===== config.mk =====
export PLATFORM = sky130hd
export DESIGN_NAME = ulr_top
export DESIGN_NICKNAME = d
export VERILOG_FILES = /design/src/ulr_pkg.sv /design/src/ulr_dir_ctl.sv /design/src/ulr_sync_meas.sv /design/src/ulr_top.sv
export SDC_FILE = /design/constraint.sdc
export NUM_CORES = 1
export LEC_CHECK = 0
export ABC_CLOCK_PERIOD_IN_PS = 7300
export BUFFER_PORTS_ARGS = -buffer_cell sky130_fd_sc_hd__buf_2
export CAP_MARGIN = 10
export CORE_MARGIN = 8
export CORE_UTILIZATION = 60
export DETAILED_ROUTE_END_ITERATION = 8
export GPL_TIMING_DRIVEN = 0
export PLACE_DENSITY = 0.79
export SLEW_MARGIN = 20
export SYNTH_ARGS = -nofsm -noshare
export SYNTH_HDL_FRONTEND = slang
export SYNTH_SLANG_ARGS = --single-unit
export TNS_END_PERCENT = 5

===== constraint.sdc =====
create_clock -name clk_in -period 7.3 [get_ports clk_in]
set_input_delay 1.095 -clock clk_in [delete_from_list [all_inputs] [get_ports clk_in]]
set_output_delay 1.095 -clock clk_in [all_outputs]
set_load 0.02 [all_outputs]

===== src/ulr_pkg.sv =====
// Shared constants and types for the LIN slave, RS-485 and DMA request block
package ulr_pkg;
	localparam logic [1:0] FUNC_LIN       = 2'h1;
	localparam logic [1:0] FUNC_RS485     = 2'h3;
	localparam int         DIV_W          = 16;
	localparam int         CNT_W          = 13;
	localparam int         BIT_W          = DIV_W + 1;
	localparam int         DLY_W          = 8;
	localparam int         BAUD_OFFSET    = 2;
	localparam int         HDR_TOUT_BITS  = 57;
	localparam int         SYNC_EDGES     = 5;
	localparam int         SYNC_BITS      = 8;
	localparam int         EDGE_BITS      = 2;
	localparam logic [7:0] SYNC_BYTE      = 8'h55;
	// Check one limit 37/256 = 14.45 %, check two limit 11/64 = 17.19 %
	localparam int         DEV1_NUM       = 37;
	localparam int         DEV1_SHIFT     = 8;
	localparam int         DEV2_NUM       = 11;
	localparam int         DEV2_SHIFT     = 6;
	localparam logic [15:0] BAUD_RESET    = 16'h0000;

	typedef enum logic [1:0] {HDR_IDLE, HDR_SYNC, HDR_ID, HDR_HOLD} ulr_hdr_state_t;
endpackage : ulr_pkg


===== src/ulr_dir_ctl.sv =====
// RS-485 direction pin drive with turnaround delay and polarity
`timescale 1ns/1ps
module ulr_dir_ctl (
	input  wire logic                       clk_in,
	input  wire logic                       resetn_in,
	input  wire logic                       auto_mode_in,
	input  wire logic                       active_level_in,
	input  wire logic                       sw_level_in,
	input  wire logic                       tx_active_in,
	input  wire logic [ulr_pkg::DLY_W-1:0]  delay_in,
	input  wire logic [ulr_pkg::BIT_W-1:0]  bit_len_in,
	output logic                            pin_out,
	output logic                            state_out
);
	import ulr_pkg::*;

	logic             hold_reg;
	logic [BIT_W-1:0] clk_cnt_reg;
	logic [DLY_W-1:0] bit_cnt_reg;

	wire bit_tick  = clk_cnt_reg >= bit_len_in - 1'b1;
	wire hold_end  = delay_in == '0 || (bit_tick && bit_cnt_reg == delay_in - 1'b1);
	wire drive_on  = tx_active_in || hold_reg;
	wire auto_lvl  = active_level_in ? drive_on : !drive_on;
	wire sw_lvl    = active_level_in ? sw_level_in : !sw_level_in;
	wire pin_next  = auto_mode_in ? auto_lvl : sw_lvl;

	always_ff @(posedge clk_in or negedge resetn_in) begin
		if (!resetn_in) begin
			hold_reg    <= 1'b0;
			clk_cnt_reg <= '0;
			bit_cnt_reg <= '0;
			pin_out     <= 1'b0;
			state_out   <= 1'b0;
		end else begin
			pin_out   <= pin_next; // see R17 // see R18 //
			state_out <= pin_next;
			if (tx_active_in) begin
				hold_reg    <= 1'b1;
				clk_cnt_reg <= '0;
				bit_cnt_reg <= '0;
			end else if (hold_reg) begin
				if (hold_end) begin
					hold_reg <= 1'b0;
				end
				clk_cnt_reg <= bit_tick ? '0 : clk_cnt_reg + 1'b1;
				if (bit_tick) begin
					bit_cnt_reg <= bit_cnt_reg + 1'b1;
				end
			end
		end
	end
endmodule : ulr_dir_ctl


===== src/ulr_sync_meas.sv =====
// Sync field measurement with overflow and two deviation checks
`timescale 1ns/1ps
module ulr_sync_meas (
	input  wire logic                       clk_in,
	input  wire logic                       resetn_in,
	input  wire logic                       start_in,
	input  wire logic                       abort_in,
	input  wire logic                       fall_in,
	input  wire logic [ulr_pkg::BIT_W-1:0]  bit_len_in,
	output logic                            done_out,
	output logic [ulr_pkg::DIV_W-1:0]       new_div_out,
	output logic                            dev_err_out,
	output logic                            ovf_err_out
);
	import ulr_pkg::*;

	logic             active_reg;
	logic [2:0]       edges_reg;
	logic [CNT_W-1:0] cnt_reg;
	logic [CNT_W-1:0] last_reg;
	logic             dev2_reg;

	wire              counting  = active_reg && edges_reg != 3'h0;
	wire              at_max    = cnt_reg == {CNT_W{1'b1}};
	wire [CNT_W-1:0]  iv        = cnt_reg - last_reg;
	wire [19:0]       nom2      = 20'(bit_len_in) * 20'(EDGE_BITS);
	wire [19:0]       nom8      = 20'(bit_len_in) * 20'(SYNC_BITS);
	wire [19:0]       d2        = (20'(iv) > nom2) ? 20'(iv) - nom2 : nom2 - 20'(iv);
	wire [19:0]       d8        = (20'(cnt_reg) > nom8) ? 20'(cnt_reg) - nom8 : nom8 - 20'(cnt_reg);
	wire              dev2_hit  = (28'(d2) << DEV2_SHIFT) > 28'(nom2) * 28'(DEV2_NUM);
	wire              dev1_hit  = (28'(d8) << DEV1_SHIFT) > 28'(nom8) * 28'(DEV1_NUM);
	wire              last_edge = counting && fall_in && edges_reg == 3'(SYNC_EDGES - 1);
	wire [CNT_W-1:0]  per_bit   = cnt_reg >> 3;

	always_ff @(posedge clk_in or negedge resetn_in) begin
		if (!resetn_in) begin
			active_reg  <= 1'b0;
			edges_reg   <= 3'h0;
			cnt_reg     <= '0;
			last_reg    <= '0;
			dev2_reg    <= 1'b0;
			done_out    <= 1'b0;
			new_div_out <= '0;
			dev_err_out <= 1'b0;
			ovf_err_out <= 1'b0;
		end else begin
			done_out    <= 1'b0;
			dev_err_out <= 1'b0;
			ovf_err_out <= 1'b0;
			if (abort_in) begin
				active_reg <= 1'b0;
			end else if (start_in) begin
				active_reg <= 1'b1;
				edges_reg  <= 3'h0;
				cnt_reg    <= '0;
				last_reg   <= '0;
				dev2_reg   <= 1'b0;
			end else if (active_reg && fall_in && edges_reg == 3'h0) begin
				edges_reg <= 3'h1;
				cnt_reg   <= CNT_W'(1); // First edge clock belongs to the span
			end else if (last_edge) begin
				active_reg  <= 1'b0;
				done_out    <= 1'b1;
				new_div_out <= DIV_W'(per_bit) - DIV_W'(BAUD_OFFSET);
				dev_err_out <= dev1_hit || dev2_hit || dev2_reg; // see R7 //
			end else if (counting && at_max) begin
				active_reg  <= 1'b0;
				ovf_err_out <= 1'b1;
			end else if (counting) begin
				cnt_reg <= cnt_reg + 1'b1;
				if (fall_in) begin
					edges_reg <= edges_reg + 1'b1;
					last_reg  <= cnt_reg;
					dev2_reg  <= dev2_reg || dev2_hit;
				end
			end
		end
	end
endmodule : ulr_sync_meas


===== src/ulr_top.sv =====
// LIN slave resync, RS-485 modes and DMA request generation
// Overview of operation
// Software sets divider, selects LIN function, chooses resync, then enables slave.
// With resync, time five sync falling edges on 13 bits, load divider.
// Measurement counter overflow before fifth edge sets the header error flag.
// Reload enable restores saved divider on next character, then clears itself.
// Header research write restores saved divider and restarts header search.
// Software must use divider mode 2 whenever resynchronisation is on.
// Whole sync span deviation above 14.84 percent flags error, below 14.06 never.
// Per interval deviation above 18.75 percent flags error, below 15.62 never.
// Header detection enable runs hardware header search; errors raise LIN interrupt.
// Short delimiter, frame error, bad sync byte, deviation or timeouts flag error; the sync byte value is checked only with resync off.
// Software selects RS-485 function; transmit and receive otherwise plain.
// Ninth bit one marks address; stick parity sends inverse of even select.
// Direction pin released turnaround delay bit times after last stop bit.
// Multidrop with receiver off drops data until address, then stores and interrupts.
// Multidrop with receiver on stores every character, even before any address.
// Auto address stores from matching address until a non-matching address.
// Auto direction drives the direction pin active during all transmit activity.
// Active level sets pin polarity; pin state reports the real level.
// Without auto direction, pin follows software level, inverted by active level.
// Transmit DMA enable issues requests while the transmit FIFO has room.
// Receive DMA enable issues requests while the receive FIFO holds data.
// Character in progress is stored even when the DMA channel stops.
// Header timeout starts at break; 57 bit times without header flags error.
// Resynced divider is measured span over eight bits, minus mode 2 offset.
`timescale 1ns/1ps
module ulr_top (
	input  wire logic                       clk_in,
	input  wire logic                       resetn_in,
	input  wire logic [1:0]                 function_select_in,
	input  wire logic                       lin_slave_enable_in,
	input  wire logic                       auto_resync_enable_in,
	input  wire logic                       header_detect_enable_in,
	input  wire logic                       lin_irq_enable_in,
	input  wire logic                       baud_wr_in,
	input  wire logic [ulr_pkg::DIV_W-1:0]  baud_wdata_in,
	input  wire logic                       baud_mode_bit1_in,
	input  wire logic                       baud_mode_bit0_in,
	input  wire logic                       baud_reload_set_in,
	input  wire logic                       header_research_in,
	input  wire logic                       rx_line_in,
	input  wire logic                       break_det_in,
	input  wire logic                       delim_short_in,
	input  wire logic                       rx_char_valid_in,
	input  wire logic [7:0]                 rx_char_data_in,
	input  wire logic                       rx_char_bit9_in,
	input  wire logic                       rx_frame_err_in,
	input  wire logic                       parity_enable_in,
	input  wire logic                       even_parity_select_in,
	input  wire logic                       stick_parity_enable_in,
	input  wire logic [ulr_pkg::DLY_W-1:0]  turnaround_delay_in,
	input  wire logic                       multidrop_normal_mode_in,
	input  wire logic                       auto_address_mode_in,
	input  wire logic                       auto_direction_mode_in,
	input  wire logic                       receiver_off_wr_in,
	input  wire logic                       receiver_off_wdata_in,
	input  wire logic [7:0]                 address_match_value_in,
	input  wire logic                       direction_active_level_in,
	input  wire logic                       direction_sw_level_in,
	input  wire logic                       tx_active_in,
	input  wire logic                       tx_dma_request_enable_in,
	input  wire logic                       rx_dma_request_enable_in,
	input  wire logic                       tx_fifo_full_in,
	input  wire logic                       rx_fifo_empty_in,
	output logic [ulr_pkg::DIV_W-1:0]       baud_divider_out,
	output logic                            baud_reload_enable_out,
	output logic                            header_error_flag_out,
	output logic                            header_detect_flag_out,
	output logic                            lin_irq_out,
	output logic                            tx_ninth_bit_out,
	output logic                            receiver_off_out,
	output logic                            rx_store_out,
	output logic [8:0]                      rx_store_data_out,
	output logic                            address_irq_out,
	output logic                            direction_control_pin_out,
	output logic                            direction_pin_state_out,
	output logic                            tx_dma_req_out,
	output logic                            rx_dma_req_out
);
	import ulr_pkg::*;

	ulr_hdr_state_t   state_reg;
	ulr_hdr_state_t   state_next;
	logic [DIV_W-1:0] saved_baud_reg;
	logic [BIT_W-1:0] clk_cnt_reg;
	logic [5:0]       hdr_bits_reg;
	logic             rx_prev_reg;
	logic             match_reg;
	logic             meas_done;
	logic [DIV_W-1:0] meas_div;
	logic             meas_dev;
	logic             meas_ovf;
	logic             dir_pin;
	logic             dir_state;

	// Mode decode
	wire lin_mode   = function_select_in == FUNC_LIN && lin_slave_enable_in;
	wire rs485_mode = function_select_in == FUNC_RS485;
	wire resync_on  = lin_mode && auto_resync_enable_in;
	wire mode2      = baud_mode_bit1_in && baud_mode_bit0_in;

	// Bit timing from the live divider
	wire [BIT_W-1:0] bit_len  = BIT_W'(baud_divider_out) + BIT_W'(BAUD_OFFSET);
	wire             bit_tick = clk_cnt_reg >= bit_len - 1'b1;
	wire             rx_fall  = rx_prev_reg && !rx_line_in;

	// Header search
	wire in_header  = state_reg == HDR_SYNC || state_reg == HDR_ID;
	wire hdr_start  = lin_mode && header_detect_enable_in && break_det_in && state_reg != HDR_HOLD;
	wire hdr_tout   = in_header && bit_tick && hdr_bits_reg == 6'(HDR_TOUT_BITS - 1);
	wire sync_bad   = rx_frame_err_in || (!auto_resync_enable_in && rx_char_data_in != SYNC_BYTE);
	wire sync_err   = state_reg == HDR_SYNC && (delim_short_in || (rx_char_valid_in && sync_bad));
	wire id_err     = state_reg == HDR_ID && rx_char_valid_in && rx_frame_err_in;
	wire id_ok      = state_reg == HDR_ID && rx_char_valid_in && !rx_frame_err_in;
	wire meas_err   = resync_on && (meas_dev || meas_ovf);
	wire err_set    = sync_err || id_err || hdr_tout || meas_err;
	wire meas_start = resync_on && break_det_in;
	wire meas_load  = resync_on && meas_done && !meas_dev && mode2;

	// RS-485 receive filtering
	wire is_addr    = rx_char_bit9_in;
	wire addr_hit   = rx_char_data_in == address_match_value_in;
	wire nmm_store  = !receiver_off_out || is_addr;
	wire aad_store  = is_addr ? addr_hit : match_reg;
	wire rs_store   = auto_address_mode_in ? aad_store : (multidrop_normal_mode_in ? nmm_store : 1'b1);
	wire store_w    = rx_char_valid_in && (!rs485_mode || rs_store);
	wire receiver_off_clr  = rs485_mode && multidrop_normal_mode_in && rx_char_valid_in && is_addr;

	// Baud divider source selection
	wire reload_now = baud_reload_enable_out && rx_char_valid_in;
	wire [DIV_W-1:0] baud_next = baud_wr_in ? baud_wdata_in :
		(header_research_in || reload_now) ? saved_baud_reg :
		meas_load ? meas_div : baud_divider_out;
	wire hef_next   = err_set || (header_error_flag_out && !header_research_in);
	wire hdf_next   = (header_detect_flag_out && !break_det_in && !header_research_in) || id_ok;

	always_comb begin
		state_next = state_reg;
		unique case (state_reg)
			HDR_IDLE: begin
				if (hdr_start) begin
					state_next = HDR_SYNC;
				end
			end
			HDR_SYNC: begin
				if (err_set) begin
					state_next = HDR_HOLD;
				end else if (rx_char_valid_in) begin
					state_next = HDR_ID;
				end
			end
			HDR_ID: begin
				if (err_set) begin
					state_next = HDR_HOLD;
				end else if (id_ok) begin
					state_next = HDR_IDLE;
				end
			end
			HDR_HOLD: begin
				state_next = HDR_HOLD;
			end
		endcase
		if (header_research_in || !lin_mode) begin
			state_next = HDR_IDLE;
		end
	end

	ulr_sync_meas u_sync_meas (
		.clk_in      (clk_in),
		.resetn_in   (resetn_in),
		.start_in    (meas_start),
		.abort_in    (header_research_in),
		.fall_in     (rx_fall),
		.bit_len_in  (bit_len),
		.done_out    (meas_done),
		.new_div_out (meas_div),
		.dev_err_out (meas_dev),
		.ovf_err_out (meas_ovf)
	);

	ulr_dir_ctl u_dir_ctl (
		.clk_in          (clk_in),
		.resetn_in       (resetn_in),
		.auto_mode_in    (rs485_mode && auto_direction_mode_in),
		.active_level_in (direction_active_level_in),
		.sw_level_in     (direction_sw_level_in),
		.tx_active_in    (tx_active_in),
		.delay_in        (turnaround_delay_in),
		.bit_len_in      (bit_len),
		.pin_out         (dir_pin),
		.state_out       (dir_state)
	);

	always_ff @(posedge clk_in or negedge resetn_in) begin
		if (!resetn_in) begin
			state_reg   <= HDR_IDLE;
			clk_cnt_reg <= '0;
			hdr_bits_reg <= '0;
			rx_prev_reg <= 1'b1;
		end else begin
			state_reg   <= state_next;
			rx_prev_reg <= rx_line_in;
			clk_cnt_reg <= (bit_tick || break_det_in) ? '0 : clk_cnt_reg + 1'b1;
			if (break_det_in) begin
				hdr_bits_reg <= '0;
			end else if (in_header && bit_tick) begin
				hdr_bits_reg <= hdr_bits_reg + 1'b1;
			end
		end
	end

	always_ff @(posedge clk_in or negedge resetn_in) begin
		if (!resetn_in) begin
			baud_divider_out       <= BAUD_RESET;
			saved_baud_reg         <= BAUD_RESET;
			baud_reload_enable_out <= 1'b0;
			header_error_flag_out  <= 1'b0;
			header_detect_flag_out <= 1'b0;
			lin_irq_out            <= 1'b0;
		end else begin
			baud_divider_out       <= baud_next; // see R2 // see R4 //
			saved_baud_reg         <= baud_wr_in ? baud_wdata_in : saved_baud_reg;
			baud_reload_enable_out <= baud_reload_set_in || (baud_reload_enable_out && !reload_now);
			header_error_flag_out  <= hef_next; // see R3 //
			header_detect_flag_out <= hdf_next;
			lin_irq_out            <= lin_irq_enable_in && (hef_next || hdf_next);
		end
	end

	always_ff @(posedge clk_in or negedge resetn_in) begin
		if (!resetn_in) begin
			match_reg         <= 1'b0;
			receiver_off_out  <= 1'b0;
			rx_store_out      <= 1'b0;
			rx_store_data_out <= 9'h000;
			address_irq_out   <= 1'b0;
			tx_ninth_bit_out  <= 1'b0;
			tx_dma_req_out    <= 1'b0;
			rx_dma_req_out    <= 1'b0;
		end else begin
			if (rx_char_valid_in && is_addr) begin
				match_reg <= addr_hit;
			end
			receiver_off_out  <= !receiver_off_clr && (receiver_off_wr_in ? receiver_off_wdata_in : receiver_off_out);
			rx_store_out      <= store_w; // see R14 // see R15 // see R16 //
			rx_store_data_out <= store_w ? {rx_char_bit9_in, rx_char_data_in} : rx_store_data_out;
			address_irq_out   <= rs485_mode && multidrop_normal_mode_in && rx_char_valid_in && is_addr;
			tx_ninth_bit_out  <= parity_enable_in && stick_parity_enable_in && !even_parity_select_in;
			tx_dma_req_out    <= tx_dma_request_enable_in && !tx_fifo_full_in;
			rx_dma_req_out    <= rx_dma_request_enable_in && !rx_fifo_empty_in;
		end
	end

	always_ff @(posedge clk_in or negedge resetn_in) begin
		if (!resetn_in) begin
			direction_control_pin_out <= 1'b0;
			direction_pin_state_out   <= 1'b0;
		end else begin
			direction_control_pin_out <= dir_pin;
			direction_pin_state_out   <= dir_state;
		end
	end
endmodule : ulr_top


==> impl_results.md <==
- Status: complete, no violations
- Switching Fraction: about half
- Sequential share of power: between 10% and 20%
- Most common cell after layout, fill and taps aside: ha_1
- CTS H-tree lvls: 4
- Hold_buf cts: 0
- Mean post-synth cell area: 8.33 sq um
- Worst skew pair latency: 0.43 ns
- Relative slew slack: approximately 33%
- Critical path capture point type: flip-flop
- Initial DRC Count: 1247
- Worst Path Max Fanout: 9
- Synthesized flop and latch total: 151
- Netlist cell types: between 80 and 90
- DRC Markers: 0
- Antenna-violating nets left: 0
- CTS sink cnt: around 150
- Die Wd: 176 microns
- CP required: between 7 and 8 ns
- Crit path DAT: 7.33 ns
- Pre-CTS setup slack: -0.933 ns
- Post-synthesis cell count: about 1.9k
- Hold crit path type: reg2reg
- Register area share after synthesis: between 20% and 30%
- Largest stage delay on the critical path: roughly 0.54 ns
- # IOs: 111
- Leakage: approximately 8.5 nW
- Nets: ~2.3k
- N_diodes: 0
- Chip height: 176 microns
- DR vias: approximately 14k
- CTS tree: yes
- Total wire length after detailed routing: approximately 45000 microns
- Total gr overflow: 0
- First-pass GRT wire length: approximately 71000 microns
- Total core area: ~25000 sq um
- Post-synth top flop: dfrtp_1
- Area growth, synth to finish: 13.0%
- Combinational Power Share: 69.4%
- Final hold slack: approximately 0.35 ns
- Crit path buffers/inverters: 1
- RD Place Congestion: just under 1
- Max Cap Viol: 0
- Tmin final: 7.06 ns
- Synthesis Warnings: 0
- Final Skew: 0.0142 ns
- Inserted Clock Buffers: 17
- Dpl cells: ~2.3k
- Wirelength per Cell: around 19 microns
- Largest cells by area after synthesis: dfrtp_1 24%, ha_1 17%, xnor2_1 5.8%, inv_1 4.9%, a21oi_1 4.1%
- Share of the synthesized area in the top cell type: around 24%
- Clock transition at the registers of the reported paths: ~0.070 ns
- Setup TNS: 0 ns
- Final Cycle Share: between 90 and 100%
- Commonest cells after routing, fill and taps aside: 211 x ha_1, 195 x inv_1, 162 x nand2_1
- Ys async rst share: 100%
- Slowest-stage cell, CP: dfrtp_4
- CTS root buf: clkbuf_16
- Post-synth EDFFs: 0
- Worst setup margin: about 0.24 ns
- Vias in the first global route: between 10k and 15k
- All-Layer GR Usage: about 28%
- Crit path kind: reg2reg
- Cell mode on critical path: a21oi_1
- Full die area: a little over 30000 sq um
- Endpoints failing hold: 0
- Starting Density: between 60 and 70%
- Pre-antenna DRT Iters: 6
- Deepest clock path buffer count: 2
- Final core occ: between 60 and 70%
- Critical path's top delay family: compound AO/OA/AOI/OAI gates
- Worst Max-Slew Pin Slew: ~0.98 ns
- Maximum VDD drop: around 0.00024 V
- Switching Power: 2.97 mW
- Mapped Area: around 15000 sq um
- I/O Buffers: around 110
- Vias per cell: a little over 6
- Final setup vio count: 0
- CP startpoint kind: flip-flop
- Power share of the clock group: 13.9%
- PwrDens: roughly 350 nW/um^2
- Row count: 58
- Fmax: approximately 140 MHz
- Area leader, netlist: dfrtp_1
- Post-Layout Cell Count: around 2.3k
- Syn nets: ~2.2k
- Antenna violations before repair: 0
- Pins Over Slew Limit: 0
- Share of cells above drive strength 1: about an eighth
- Post-DP HPWL: between 30000 and 40000 microns
- Largest net degree at the start of global routing: 99
- Int Power: between 3 and 4 mW
## path summary, 6_finish.rpt
check | cells past startpoint | endpoint | from | slack [ns]
setup / recovery | 29 | u_sync_meas.dev_err_out$_DFF_PN0_ | baud_divider_out[1]$_DFFE_PN0P_ | 0.24
hold / removal | 0 | direction_pin_state_out$_DFF_PN0_ | u_dir_ctl.pin_out$_DFF_PN0_ | 0.35
setup reg to reg | 29 | u_sync_meas.dev_err_out$_DFF_PN0_ | baud_divider_out[1]$_DFFE_PN0P_ | 0.24
hold reg to reg | 0 | direction_pin_state_out$_DFF_PN0_ | u_dir_ctl.pin_out$_DFF_PN0_ | 0.35
max in group asynchronous | 2 | baud_divider_out[1]$_DFFE_PN0P_ | resetn_in | 5.90
min in group asynchronous | 1 | rx_store_out$_DFF_PN0_ | resetn_in | 0.56
## power groups by stage
stage	logic, mW	clock network [mW]	registers, mW
2_1_floorplan	3.04	0	1.00
3_3_place_gp	3.89	0	1.01
3_5_place_dp	3.99	0	1.02
4_1_cts	4.06	0.848	1.00
5_1_grt	4.71	0.884	1.02
6_report	4.21	0.842	1.01
## synthesized netlist by cell type, drive strengths merged, types with 4 or more instances
| cell | number |
|---|---|
| and3 | 24 |
| o41ai | 6 |
| dfrtp | 150 |
| or4 | 6 |
| nand4 | 35 |
| xor2 | 63 |
| and4 | 6 |
| or2 | 9 |
| a211oi | 5 |
| o31a | 4 |
| o21ai | 103 |
| nand3 | 63 |
| xnor2 | 103 |
| nor4 | 15 |
| buf | 10 |
| mux2i | 10 |
| o21a | 17 |
| or3 | 11 |
| fa | 31 |
| a2111oi | 4 |
| clkbuf | 46 |
| a31oi | 22 |
| and2 | 11 |
| nand2b | 13 |
| a21oi | 125 |
| mux2 | 26 |
| ha | 215 |
| nor2 | 152 |
| a21o | 44 |
| nand2 | 164 |
| o211a | 7 |
| o31ai | 25 |
| inv | 201 |
| o21bai | 10 |
| nor2b | 23 |
| o211ai | 11 |
| nor3 | 38 |
## final cells by class
class | instances | area (sq um)
multi-input cells | 1444 | 10900
fillers | 2012 | 7810
flip-flops and latches | 151 | 3790
inverters | 203 | 782
repair buffers | 136 | 778
clock buffers | 20 | 447
well taps | 330 | 413
plain buffers | 52 | 221
clock inverters | 12 | 105
## cells by family after synthesis
group | share of synthesized area [%]
buffers and inverters | 6.42
adders and majority gates | 21.6
xor gates and xnor gates | 9.81
AOI/OAI and AO/OA | 16.8
muxes | 2.54
and+or+nand+nor | 18.4
DFF | 24.5
## worst register-to-register path, delay by kind of cell (launching register included)
| kind | cells | cell delay (ns) |
|---|---|---|
| AO/OA/AOI/OAI | 15 | 2.63 |
| XOR/XNOR | 1 | 0.29 |
| adder cells (fa/ha/maj) | 6 | 1.88 |
| buffers and inverters | 1 | 0.21 |
| flip-flops | 1 | 0.54 |
| AND/OR/NAND/NOR | 6 | 1.35 |
## through the flow
| stage | power, mW | cell area [sq um] |
|---|---|---|
| global placement | 4.90 | 16400 |
| detailed placement | 5.01 | 16500 |
| global route | 6.61 | 17400 |
| floorplan | 4.04 | 15400 |
| finish | 6.07 | 17400 |
| CTS | 5.91 | 17200 |
## what timing repair did
action,4_1_cts,5_1_grt
setup buffers,11,15
resized for setup,20,32
setup endpoints to repair,2,2
pin swaps,4,3
## metal layers
metal  global-route usage, %  part of all wire [%]
met5                       0                     0
met4                    12.7                   4.3
met3                    4.93                   7.6
met2                    44.6                    45
met1                    37.7                    43
Note: power is estimated with default switching activity, not from simulation.
